## config.mk

```make
export PLATFORM = sky130hd
export DESIGN_NAME = stt_top
export DESIGN_NICKNAME = d
export VERILOG_FILES = /design/src/stt_pkg.sv /design/src/stt_tick.sv /design/src/stt_top.sv
export SDC_FILE = /design/constraint.sdc
export NUM_CORES = 1
export LEC_CHECK = 0
export BUFFER_PORTS_ARGS = -buffer_cell sky130_fd_sc_hd__buf_2
export CORE_UTILIZATION = 57
export CTS_CLUSTER_SIZE = 25
export DETAILED_ROUTE_END_ITERATION = 6
export PLACE_DENSITY = 0.93
export SYNTH_ARGS = -nofsm -noshare
export SYNTH_HDL_FRONTEND = slang
export SYNTH_HIERARCHICAL = 1
export SYNTH_SLANG_ARGS = --single-unit
```

## constraint.sdc

```tcl
create_clock -name CLK -period 2.25 [get_ports CLK]
set_clock_uncertainty 0.1 [all_clocks]
set_input_delay 0.225 -clock CLK [delete_from_list [all_inputs] [get_ports CLK]]
set_output_delay 0.225 -clock CLK [all_outputs]
set_load 0.05 [all_outputs]
```

## src/stt_pkg.sv

```systemverilog
package stt_pkg;

  localparam int CNT_W = 10;
  localparam int P_W = 3;
  localparam int P_SHIFT = 7;
  localparam int ADDR_W = 5;
  localparam int DATA_W = 32;
  localparam int DIV_W = 6;

  // byte addresses of the byte-wide registers, one per 32-bit word
  localparam logic [4:0] OFS_CTL_ZERO = 5'h00;
  localparam logic [4:0] OFS_CTL_ONE = 5'h04;
  localparam logic [4:0] OFS_CNT_LOW = 5'h08;
  localparam logic [4:0] OFS_CNT_HIGH = 5'h0c;
  localparam logic [4:0] OFS_CMPA_LOW = 5'h10;
  localparam logic [4:0] OFS_CMPA_HIGH = 5'h14;
  localparam logic [4:0] OFS_FLAGS = 5'h18;

  localparam logic [1:0] MODE_COMPARE = 2'h0;
  localparam logic [1:0] MODE_CAPTURE = 2'h1;
  localparam logic [1:0] MODE_PWM_PULSE = 2'h2;
  localparam logic [1:0] MODE_TIMER = 2'h3;

  localparam logic [1:0] IO_CODE_0 = 2'h0;
  localparam logic [1:0] IO_CODE_1 = 2'h1;
  localparam logic [1:0] IO_CODE_2 = 2'h2;
  localparam logic [1:0] IO_CODE_3 = 2'h3;

  localparam logic [2:0] CLK_SYS_DIV4 = 3'h0;
  localparam logic [2:0] CLK_SYS = 3'h1;
  localparam logic [2:0] CLK_H_DIV16 = 3'h2;
  localparam logic [2:0] CLK_H_DIV64 = 3'h3;
  localparam logic [2:0] CLK_TBC = 3'h4;
  localparam logic [2:0] CLK_H_DIV8 = 3'h5;
  localparam logic [2:0] CLK_EXT_RISE = 3'h6;
  localparam logic [2:0] CLK_EXT_FALL = 3'h7;

  localparam logic [9:0] CNT_MAX = 10'h3ff;
  localparam logic [10:0] SPAN_FULL = 11'h400;
  localparam logic [7:0] REG_RESET = 8'h00;
  localparam logic [1:0] FLAG_A_BIT = 2'h1;
  localparam logic [1:0] FLAG_P_BIT = 2'h2;

  typedef struct packed {
    logic pause;
    logic [2:0] clk_sel;
    logic on;
    logic [2:0] p_val;
  } stt_ctl0_s;

  typedef struct packed {
    logic [1:0] mode;
    logic [1:0] out_func;
    logic out_ctl;
    logic out_pol;
    logic swap;
    logic clr_sel;
  } stt_ctl1_s;

  typedef struct packed {
    stt_ctl0_s ctl0;
    stt_ctl1_s ctl1;
    logic [9:0] cnt;
    logic [9:0] compare_a_value;
    logic on_prev;
    logic cap_prev;
    logic flag_a;
    logic flag_p;
    logic out_lvl;
    logic pin;
    logic pin_oe;
    logic ack;
    logic [7:0] rdata;
  } stt_state_s;

  typedef struct packed {
    logic [5:0] div;
    logic ext_prev;
  } stt_tick_s;

endpackage : stt_pkg

```

## src/stt_tick.sv

```systemverilog
`timescale 1ns/100ps
`default_nettype none

module stt_tick (
  input wire logic clk,
  input wire logic rst_n,
  input wire logic [2:0] clk_sel,
  input wire logic ext_pin,
  input wire logic tbc_tick,
  output logic tick,
  output logic trig_edge
);

  stt_pkg::stt_tick_s s_reg;
  stt_pkg::stt_tick_s s_next;
  logic rise;
  logic fall;

  always_comb begin
    s_next = s_reg;
    s_next.div = s_reg.div + 6'h01;
    s_next.ext_prev = ext_pin;
    rise = ext_pin & ~s_reg.ext_prev;
    fall = ~ext_pin & s_reg.ext_prev;
    // fH is taken as the system clock; fTBC arrives as a one-cycle pulse
    unique case (clk_sel)
      stt_pkg::CLK_SYS_DIV4: tick = (s_reg.div[1:0] == 2'h3);
      stt_pkg::CLK_SYS: tick = 1'b1;
      stt_pkg::CLK_H_DIV16: tick = (s_reg.div[3:0] == 4'hf);
      stt_pkg::CLK_H_DIV64: tick = (s_reg.div == 6'h3f);
      stt_pkg::CLK_TBC: tick = tbc_tick;
      stt_pkg::CLK_H_DIV8: tick = (s_reg.div[2:0] == 3'h7);
      stt_pkg::CLK_EXT_RISE: tick = rise;
      stt_pkg::CLK_EXT_FALL: tick = fall;
    endcase
    // the trigger edge follows the selected pin edge, rising otherwise
    trig_edge = (clk_sel == stt_pkg::CLK_EXT_FALL) ? fall : rise;
  end

  always_ff @(posedge clk or negedge rst_n) begin
    if (!rst_n) begin
      s_reg <= '0;
    end else begin
      s_reg <= s_next;
    end
  end

endmodule : stt_tick

`default_nettype wire

```

## src/stt_top.sv

```systemverilog
// Our own choices: register access over Avalon-MM and the placing of the registers.
`timescale 1ns/100ps
`default_nettype none

module stt_top (
  input wire logic CLK,
  input wire logic RST_N,
  input wire logic [4:0] AVS_ADDRESS,
  input wire logic AVS_READ,
  input wire logic AVS_WRITE,
  input wire logic [31:0] AVS_WRITEDATA,
  input wire logic [3:0] AVS_BYTEENABLE,
  output logic [31:0] AVS_READDATA,
  output logic AVS_WAITREQUEST,
  input wire logic EXT_CLOCK_PIN,
  input wire logic CAPTURE_INPUT_PIN,
  input wire logic TBC_TICK,
  output logic OUTPUT_PIN,
  output logic OUTPUT_PIN_OE
);

  ////////////////////////////////////////////////////////////////////////
  // reset release

  logic [1:0] rst_sync;
  logic rst_n;

  always_ff @(posedge CLK or negedge RST_N) begin
    if (!RST_N) begin
      rst_sync <= 2'h0;
    end else begin
      rst_sync <= {rst_sync[0], 1'b1};
    end
  end

  assign rst_n = rst_sync[1];

  ////////////////////////////////////////////////////////////////////////
  // clock source

  stt_pkg::stt_state_s s_reg;
  stt_pkg::stt_state_s s_next;
  logic tick;
  logic trig_edge;

  stt_tick u_tick (
    .clk(CLK),
    .rst_n(rst_n),
    .clk_sel(s_reg.ctl0.clk_sel),
    .ext_pin(EXT_CLOCK_PIN),
    .tbc_tick(TBC_TICK),
    .tick(tick),
    .trig_edge(trig_edge)
  );

  ////////////////////////////////////////////////////////////////////////
  // register read decode

  function automatic logic [7:0] read_mux(
    input logic [4:0] addr,
    input stt_pkg::stt_state_s s
  );
    logic [7:0] v;
    v = 8'h00;
    unique case (addr)
      stt_pkg::OFS_CTL_ZERO: v = s.ctl0;
      stt_pkg::OFS_CTL_ONE: v = s.ctl1;
      stt_pkg::OFS_CNT_LOW: v = s.cnt[7:0];
      stt_pkg::OFS_CNT_HIGH: v = {6'h00, s.cnt[9:8]};
      stt_pkg::OFS_CMPA_LOW: v = s.compare_a_value[7:0];
      stt_pkg::OFS_CMPA_HIGH: v = {6'h00, s.compare_a_value[9:8]};
      stt_pkg::OFS_FLAGS: v = {6'h00, s.flag_p, s.flag_a};
      default: v = 8'h00;
    endcase
    return v;
  endfunction : read_mux

  ////////////////////////////////////////////////////////////////////////
  // timer core and bus slave

  logic [1:0] mode;
  logic [1:0] func;
  logic is_cmp_like;
  logic is_pwm;
  logic is_pulse;
  logic is_cap;
  logic on_rise;
  logic run;
  logic [9:0] cnt_inc;
  logic p_hit;
  logic a_hit;
  logic a_match;
  logic p_match;
  logic do_clear;
  logic [10:0] p_span;
  logic [10:0] a_span;
  logic [10:0] duty;
  logic pwm_act;
  logic act;
  logic cap_rise;
  logic cap_fall;
  logic cap_ev;
  logic bus_wr;
  logic [7:0] wd;
  logic clr_a;
  logic clr_p;

  always_comb begin
    s_next = s_reg;
    mode = s_reg.ctl1.mode;
    func = s_reg.ctl1.out_func;
    is_cmp_like = (mode == stt_pkg::MODE_COMPARE) || (mode == stt_pkg::MODE_TIMER);
    is_pwm = (mode == stt_pkg::MODE_PWM_PULSE) && (func != stt_pkg::IO_CODE_3);
    is_pulse = (mode == stt_pkg::MODE_PWM_PULSE) && (func == stt_pkg::IO_CODE_3);
    is_cap = (mode == stt_pkg::MODE_CAPTURE);

    // an on-bit rising edge restarts from zero and takes the place of a tick
    on_rise = s_reg.ctl0.on & ~s_reg.on_prev;
    s_next.on_prev = s_reg.ctl0.on;
    run = s_reg.ctl0.on & ~s_reg.ctl0.pause & tick & ~on_rise;
    cnt_inc = s_reg.cnt + 10'h001;

    // P compares only the top three bits, so a zero P means overflow
    if (s_reg.ctl0.p_val == 3'h0) begin
      p_hit = (s_reg.cnt == stt_pkg::CNT_MAX);
    end else begin
      p_hit = (cnt_inc == {s_reg.ctl0.p_val, 7'h00});
    end
    a_hit = (cnt_inc == s_reg.compare_a_value);
    a_match = run & a_hit;
    p_match = run & p_hit;

    p_span = (s_reg.ctl0.p_val == 3'h0) ? stt_pkg::SPAN_FULL : {1'b0, s_reg.ctl0.p_val, 7'h00};
    a_span = (s_reg.compare_a_value == 10'h000) ? stt_pkg::SPAN_FULL : {1'b0, s_reg.compare_a_value};
    duty = s_reg.ctl1.swap ? p_span : a_span;
    // the counter never reaches the period, so duty >= period stays active
    pwm_act = ({1'b0, s_reg.cnt} < duty);

    do_clear = 1'b0;
    if (is_cmp_like) begin
      do_clear = s_reg.ctl1.clr_sel ? a_match : p_match;
    end else if (is_pwm) begin
      do_clear = s_reg.ctl1.swap ? a_match : p_match;
    end else if (is_cap) begin
      do_clear = p_match;
    end

    if (on_rise) begin
      s_next.cnt = 10'h000;
    end else if (run) begin
      s_next.cnt = do_clear ? 10'h000 : cnt_inc;
    end

    // capture pin edges
    s_next.cap_prev = CAPTURE_INPUT_PIN;
    cap_rise = CAPTURE_INPUT_PIN & ~s_reg.cap_prev;
    cap_fall = ~CAPTURE_INPUT_PIN & s_reg.cap_prev;
    unique case (func)
      stt_pkg::IO_CODE_0: cap_ev = cap_rise;
      stt_pkg::IO_CODE_1: cap_ev = cap_fall;
      stt_pkg::IO_CODE_2: cap_ev = cap_rise | cap_fall;
      stt_pkg::IO_CODE_3: cap_ev = 1'b0;
    endcase
    cap_ev = cap_ev & is_cap & s_reg.ctl0.on;

    // bus: a write takes effect on the edge where waitrequest is low; a read samples the registers one edge earlier
    bus_wr = AVS_WRITE & s_reg.ack & AVS_BYTEENABLE[0];
    wd = AVS_WRITEDATA[7:0];
    s_next.ack = (AVS_READ | AVS_WRITE) & ~s_reg.ack;
    if (AVS_READ & ~s_reg.ack) begin
      s_next.rdata = read_mux(AVS_ADDRESS, s_reg);
    end
    clr_a = 1'b0;
    clr_p = 1'b0;
    if (bus_wr) begin
      unique case (AVS_ADDRESS)
        stt_pkg::OFS_CTL_ZERO: s_next.ctl0 = wd;
        stt_pkg::OFS_CTL_ONE: s_next.ctl1 = wd;
        stt_pkg::OFS_CMPA_LOW: s_next.compare_a_value[7:0] = wd;
        stt_pkg::OFS_CMPA_HIGH: s_next.compare_a_value[9:8] = wd[1:0];
        stt_pkg::OFS_FLAGS: begin
          clr_a = |(wd[1:0] & stt_pkg::FLAG_A_BIT);
          clr_p = |(wd[1:0] & stt_pkg::FLAG_P_BIT);
        end
        default: s_next.ctl0 = s_reg.ctl0;
      endcase
    end

    // a capture arriving with a software write to A wins
    if (cap_ev) begin
      s_next.compare_a_value = s_reg.cnt;
    end

    // hardware owns the on bit in pulse mode over a same-cycle write
    if (is_pulse && a_match) begin
      s_next.ctl0.on = 1'b0;
    end else if (is_pulse && trig_edge && !s_reg.ctl0.on) begin
      s_next.ctl0.on = 1'b1;
    end

    // flags: set wins over the software clear
    if (clr_a) begin
      s_next.flag_a = 1'b0;
    end
    if (clr_p) begin
      s_next.flag_p = 1'b0;
    end
    if ((a_match && !is_cap) || cap_ev) begin
      s_next.flag_a = 1'b1;
    end
    if (p_match && !is_pulse && !(is_cmp_like && s_reg.ctl1.clr_sel)) begin
      s_next.flag_p = 1'b1;
    end

    // compare-mode output level
    if (on_rise) begin
      s_next.out_lvl = s_reg.ctl1.out_ctl;
    end else if (a_match && mode == stt_pkg::MODE_COMPARE) begin
      unique case (func)
        stt_pkg::IO_CODE_0: s_next.out_lvl = s_reg.out_lvl;
        stt_pkg::IO_CODE_1: s_next.out_lvl = 1'b0;
        stt_pkg::IO_CODE_2: s_next.out_lvl = 1'b1;
        stt_pkg::IO_CODE_3: s_next.out_lvl = ~s_reg.out_lvl;
      endcase
    end

    // waveform modes: act is the logical active state before polarity
    unique case (func)
      stt_pkg::IO_CODE_0: act = 1'b0;
      stt_pkg::IO_CODE_1: act = 1'b1;
      stt_pkg::IO_CODE_2: act = pwm_act & s_reg.ctl0.on;
      stt_pkg::IO_CODE_3: act = s_reg.ctl0.on;
    endcase

    unique case (mode)
      stt_pkg::MODE_COMPARE: begin
        s_next.pin = s_next.out_lvl ^ s_reg.ctl1.out_pol;
        s_next.pin_oe = 1'b1;
      end
      stt_pkg::MODE_PWM_PULSE: begin
        s_next.pin = (act ? s_reg.ctl1.out_ctl : ~s_reg.ctl1.out_ctl) ^ s_reg.ctl1.out_pol;
        s_next.pin_oe = 1'b1;
      end
      stt_pkg::MODE_CAPTURE: begin
        s_next.pin = 1'b0;
        s_next.pin_oe = 1'b0;
      end
      stt_pkg::MODE_TIMER: begin
        s_next.pin = 1'b0;
        s_next.pin_oe = 1'b0;
      end
    endcase
  end

  always_ff @(posedge CLK or negedge rst_n) begin
    if (!rst_n) begin
      s_reg <= '0;
    end else begin
      s_reg <= s_next;
    end
  end

  ////////////////////////////////////////////////////////////////////////
  // outputs

  // waitrequest holds one cycle, so every access takes two edges
  assign AVS_WAITREQUEST = (AVS_READ | AVS_WRITE) & ~s_reg.ack;
  assign AVS_READDATA = {24'h00_0000, s_reg.rdata};
  assign OUTPUT_PIN = s_reg.pin;
  assign OUTPUT_PIN_OE = s_reg.pin_oe;

endmodule : stt_top

`default_nettype wire

```

==> flow_summary.json <==
{
  "cts_buffers": 9,
  "critPathMostFrequentCell": "a21oi_2",
  "violations": "DRC, setup timing",
  "via_per_inst": 7.06,
  "ys_types": 73,
  "power_density_mw_per_mm2": 684,
  "start_util": 0.604,
  "grt_usage": 0.409,
  "hold-worst-slack_ps": 38.1,
  "r2r_cells": 11,
  "slew_headroom": 0.480,
  "insertion_delay_ps": 370,
  "yosys_warnings": 6,
  "crit_type": "register to register",
  "synth-async-reset-ratio": 1.00,
  "post_drt_wl_per_cell_um": 24.3,
  "cts_max_level": 3,
  "crit_buf_inv": 0,
  "clockBufferDepth": 2,
  "tightest_slew_ps": 781,
  "core_mm2": 0.00741,
  "hp-class": "primary input to register",
  "cp_cell_sequence": "ha_2 -> or3b_1 -> a21oi_2 -> a2111o_1 -> nand4b_4 -> a2111oi_4 -> nand3_2 -> nor4b_4 -> a41o_1 -> a21oi_2 -> o41ai_2",
  "report.final.slew_viol_count": 0,
  "first_global_vias": 4583,
  "cts-root-buf": "clkbuf_8",
  "grt_pass1_wl_mm": 25.3,
  "setup_viol": 16,
  "whs_endpoint": "mode[1]",
  "synth_top_flop_cell": "dfrtp_1",
  "n_antenna_cell": 0,
  "finish.instance_area_mm2": 0.00559,
  "remaining_drc_errors": 35,
  "peakVddDrop_mv": 0.349,
  "wl_met1_mm": 5.57,
  "synth_top_cell_by_area": "dfrtp_1",
  "critPathRequiredTime_ps": 2370,
  "crit_fanout": 3,
  "synth_top_area_share": 0.341,
  "worst_ep_arrival_time_ps": 3440,
  "drv_cap": 0,
  "rsz0062_at_grt": "true",
  "drt_iter0_drc": 1124,
  "die_h_um": 90.6,
  "leakagePower_uw": 0.00265,
  "hold_viol_final": 0,
  "synth-edff-count": 0,
  "dp_hpwl_mm": 10.2,
  "r2r_start": "u_tick/s_reg[1]",
  "start_kind": "register",
  "clk_pin_slew_worst_paths_ps": 80,
  "synth.area.top_cells": "dfrtp_1, mux2i_1, buf_4",
  "ioPinCount": 83,
  "dr.pass1.iters": 7,
  "wl_met3_mm": 2.52,
  "cts_tree": "done",
  "placed_area_mm2": 0.00515,
  "synth_seq_cells": 61,
  "min_period_ps": 3320,
  "met2WireLength_mm": 7.36,
  "io_buffers": 31,
  "postSynthAreaPerCell_um2": 9.20,
  "end_kind": "register",
  "fmax_mhz": 301,
  "hold_path_depth": 3,
  "reg2reg_to": "OUTPUT_PIN",
  "nets": 666,
  "cp_top_family": "compound AO/OA/AOI/OAI gates",
  "seq_area_frac_synth": 0.341,
  "die_area_mm2": 0.00821,
  "critPathSlowestCell": "o41ai_2",
  "fin_ws_ps": -1070,
  "gp_congestion": 0.979,
  "synthCells": 487,
  "layout-drive-gt1-share": 0.339,
  "fin_crit_sh": 1.47,
  "vias": 4965,
  "syn_to_final_growth_pct": 24.9,
  "place_ws_ps": -893,
  "status": "finished, violations left",
  "hp-start": "AVS_WRITEDATA[7]",
  "top_layer": "met4",
  "chipWidth_um": 90.6,
  "grt_max_degree": 60,
  "antenna_found_initial": 0,
  "wl_mm": 17.1,
  "cpPeakStageDelay_ps": 510,
  "overflow": 0,
  "antenna_left": 0,
  "core.rowCount": 31,
  "syn_area_mm2": 0.00448,
  "cts_sinks": 61,
  "reg2reg_slack_ps": -1070,
  "largest_reg_flops": 37
}
layer usage:
layer / vias to the layer above / global-route usage
met5: - / 0
met4: 0 / 0.233
met3: 207 / 0.110
met2: 554 / 0.640
met1: 2269 / 0.508
li1: 1935 / -
metrics by stage:
step / setup TNS, ps / power, uW / std cells / util
5_1_grt: -14190 / 3910 / 703 / 0.755
2_1_floorplan: -6780 / 2190 / 510 / -
6_report: -12600 / 3820 / 703 / 0.755
3_5_place_dp: -10500 / 2660 / 673 / 0.695
3_3_place_gp: -8160 / 2580 / 673 / 0.695
4_1_cts: -10530 / 3610 / 697 / 0.732
cell usage after synthesis (4+ instances only):
master,n
mux2i_1,27
o21ai_0,23
o21ai_1,8
nand2_1,44
o211ai_1,4
a21oi_1,30
clkbuf_1,8
dfrtp_1,61
buf_2,6
inv_1,16
buf_6,5
nand4_1,10
nand2b_1,12
nand3_1,20
nor3_1,9
a211oi_1,4
buf_4,35
ha_1,19
nor2_1,33
a221oi_1,6
mux2_2,11
or3_1,5
xnor2_1,11
worst max path at each step:
stage,endpoint,startpoint,cells after the start
2_1_floorplan,OUTPUT_PIN,u_tick/s_reg[1],12
3_3_place_gp,s_reg[28],u_tick/s_reg[2],12
3_5_place_dp,s_reg[31],u_tick/s_reg[1],12
4_1_cts,s_reg[31],u_tick/s_reg[1],12
5_1_grt,s_reg[28],u_tick/s_reg[2],13
6_report,OUTPUT_PIN,u_tick/s_reg[1],11
area by class of cell:
class	count	area [um^2]
multi-input cells	377	2750
fillers	443	1820
flip-flops and latches	61	1530
repair buffers	134	960
clock buffers	9	124
well taps	99	124
inverters	16	60.1
clock inverters	7	51.3
what timing repair did:
action / 4_1_cts / 5_1_grt
resized for setup: 6 / 26
hold endpoints to repair: 4 / 0
hold buffers: 3 / 0
gates cloned: 1 / 0
pin swaps: 11 / 12
buffers inserted: 4 / 7
endpoints found under the setup margin: 14 / 25
worst reg2reg max path, delay by kind of cell, from the launching register on:
kind	cells	cell delay, ps
DFF	1	370
and+or+nand+nor	4	1040
AOI/OAI and AO/OA	6	1460
adders and majority gates	1	200
kinds of logic after synthesis:
logic type | Yosys count | synth area share
flops | 61 | 0.341
mux | 38 | 0.0880
fa+ha+maj | 19 | 0.0531
other cells | 2 | 0.00168
buf+inv | 73 | 0.101
simple gates | 169 | 0.208
compound gates | 108 | 0.164
xor+xnor | 17 | 0.0441
report_power, final:
part / internal [uW] / switching, uW / total, uW
Sequential: 1210 / 136 / 1350
Combinational: 602 / 964 / 1570
Clock: 402 / 509 / 911
layout by cell type (no fill, tap or decap), types with 3 or more instances in the layout:
cell | synthesis | final
o21ai_0 | 23 | 20
a21oi_1 | 30 | 21
nand3_1 | 20 | 15
clkbuf_8 | 0 | 9
dlygate4sd3_1 | 0 | 3
conb_1 | 2 | 25
buf_4 | 35 | 97
a221oi_1 | 6 | 6
xnor3_1 | 3 | 3
o211ai_1 | 4 | 4
a21oi_2 | 2 | 10
mux2i_1 | 27 | 27
o21ai_2 | 0 | 6
nor2_2 | 1 | 3
a211oi_1 | 4 | 4
nor4_1 | 3 | 3
buf_2 | 6 | 31
a21boi_0 | 3 | 3
ha_1 | 19 | 17
nor3_1 | 9 | 9
nor2b_1 | 3 | 3
and4_1 | 3 | 3
nand2_1 | 44 | 43
and3_1 | 3 | 3
inv_1 | 16 | 16
or3_1 | 5 | 5
nand3_2 | 0 | 4
nand4_1 | 10 | 10
nand2b_1 | 12 | 12
dfrtp_1 | 61 | 60
xnor2_1 | 11 | 11
mux2_2 | 11 | 11
nor2_1 | 33 | 31
o21ai_1 | 8 | 5
Note: power is estimated with default switching activity, not from simulation.
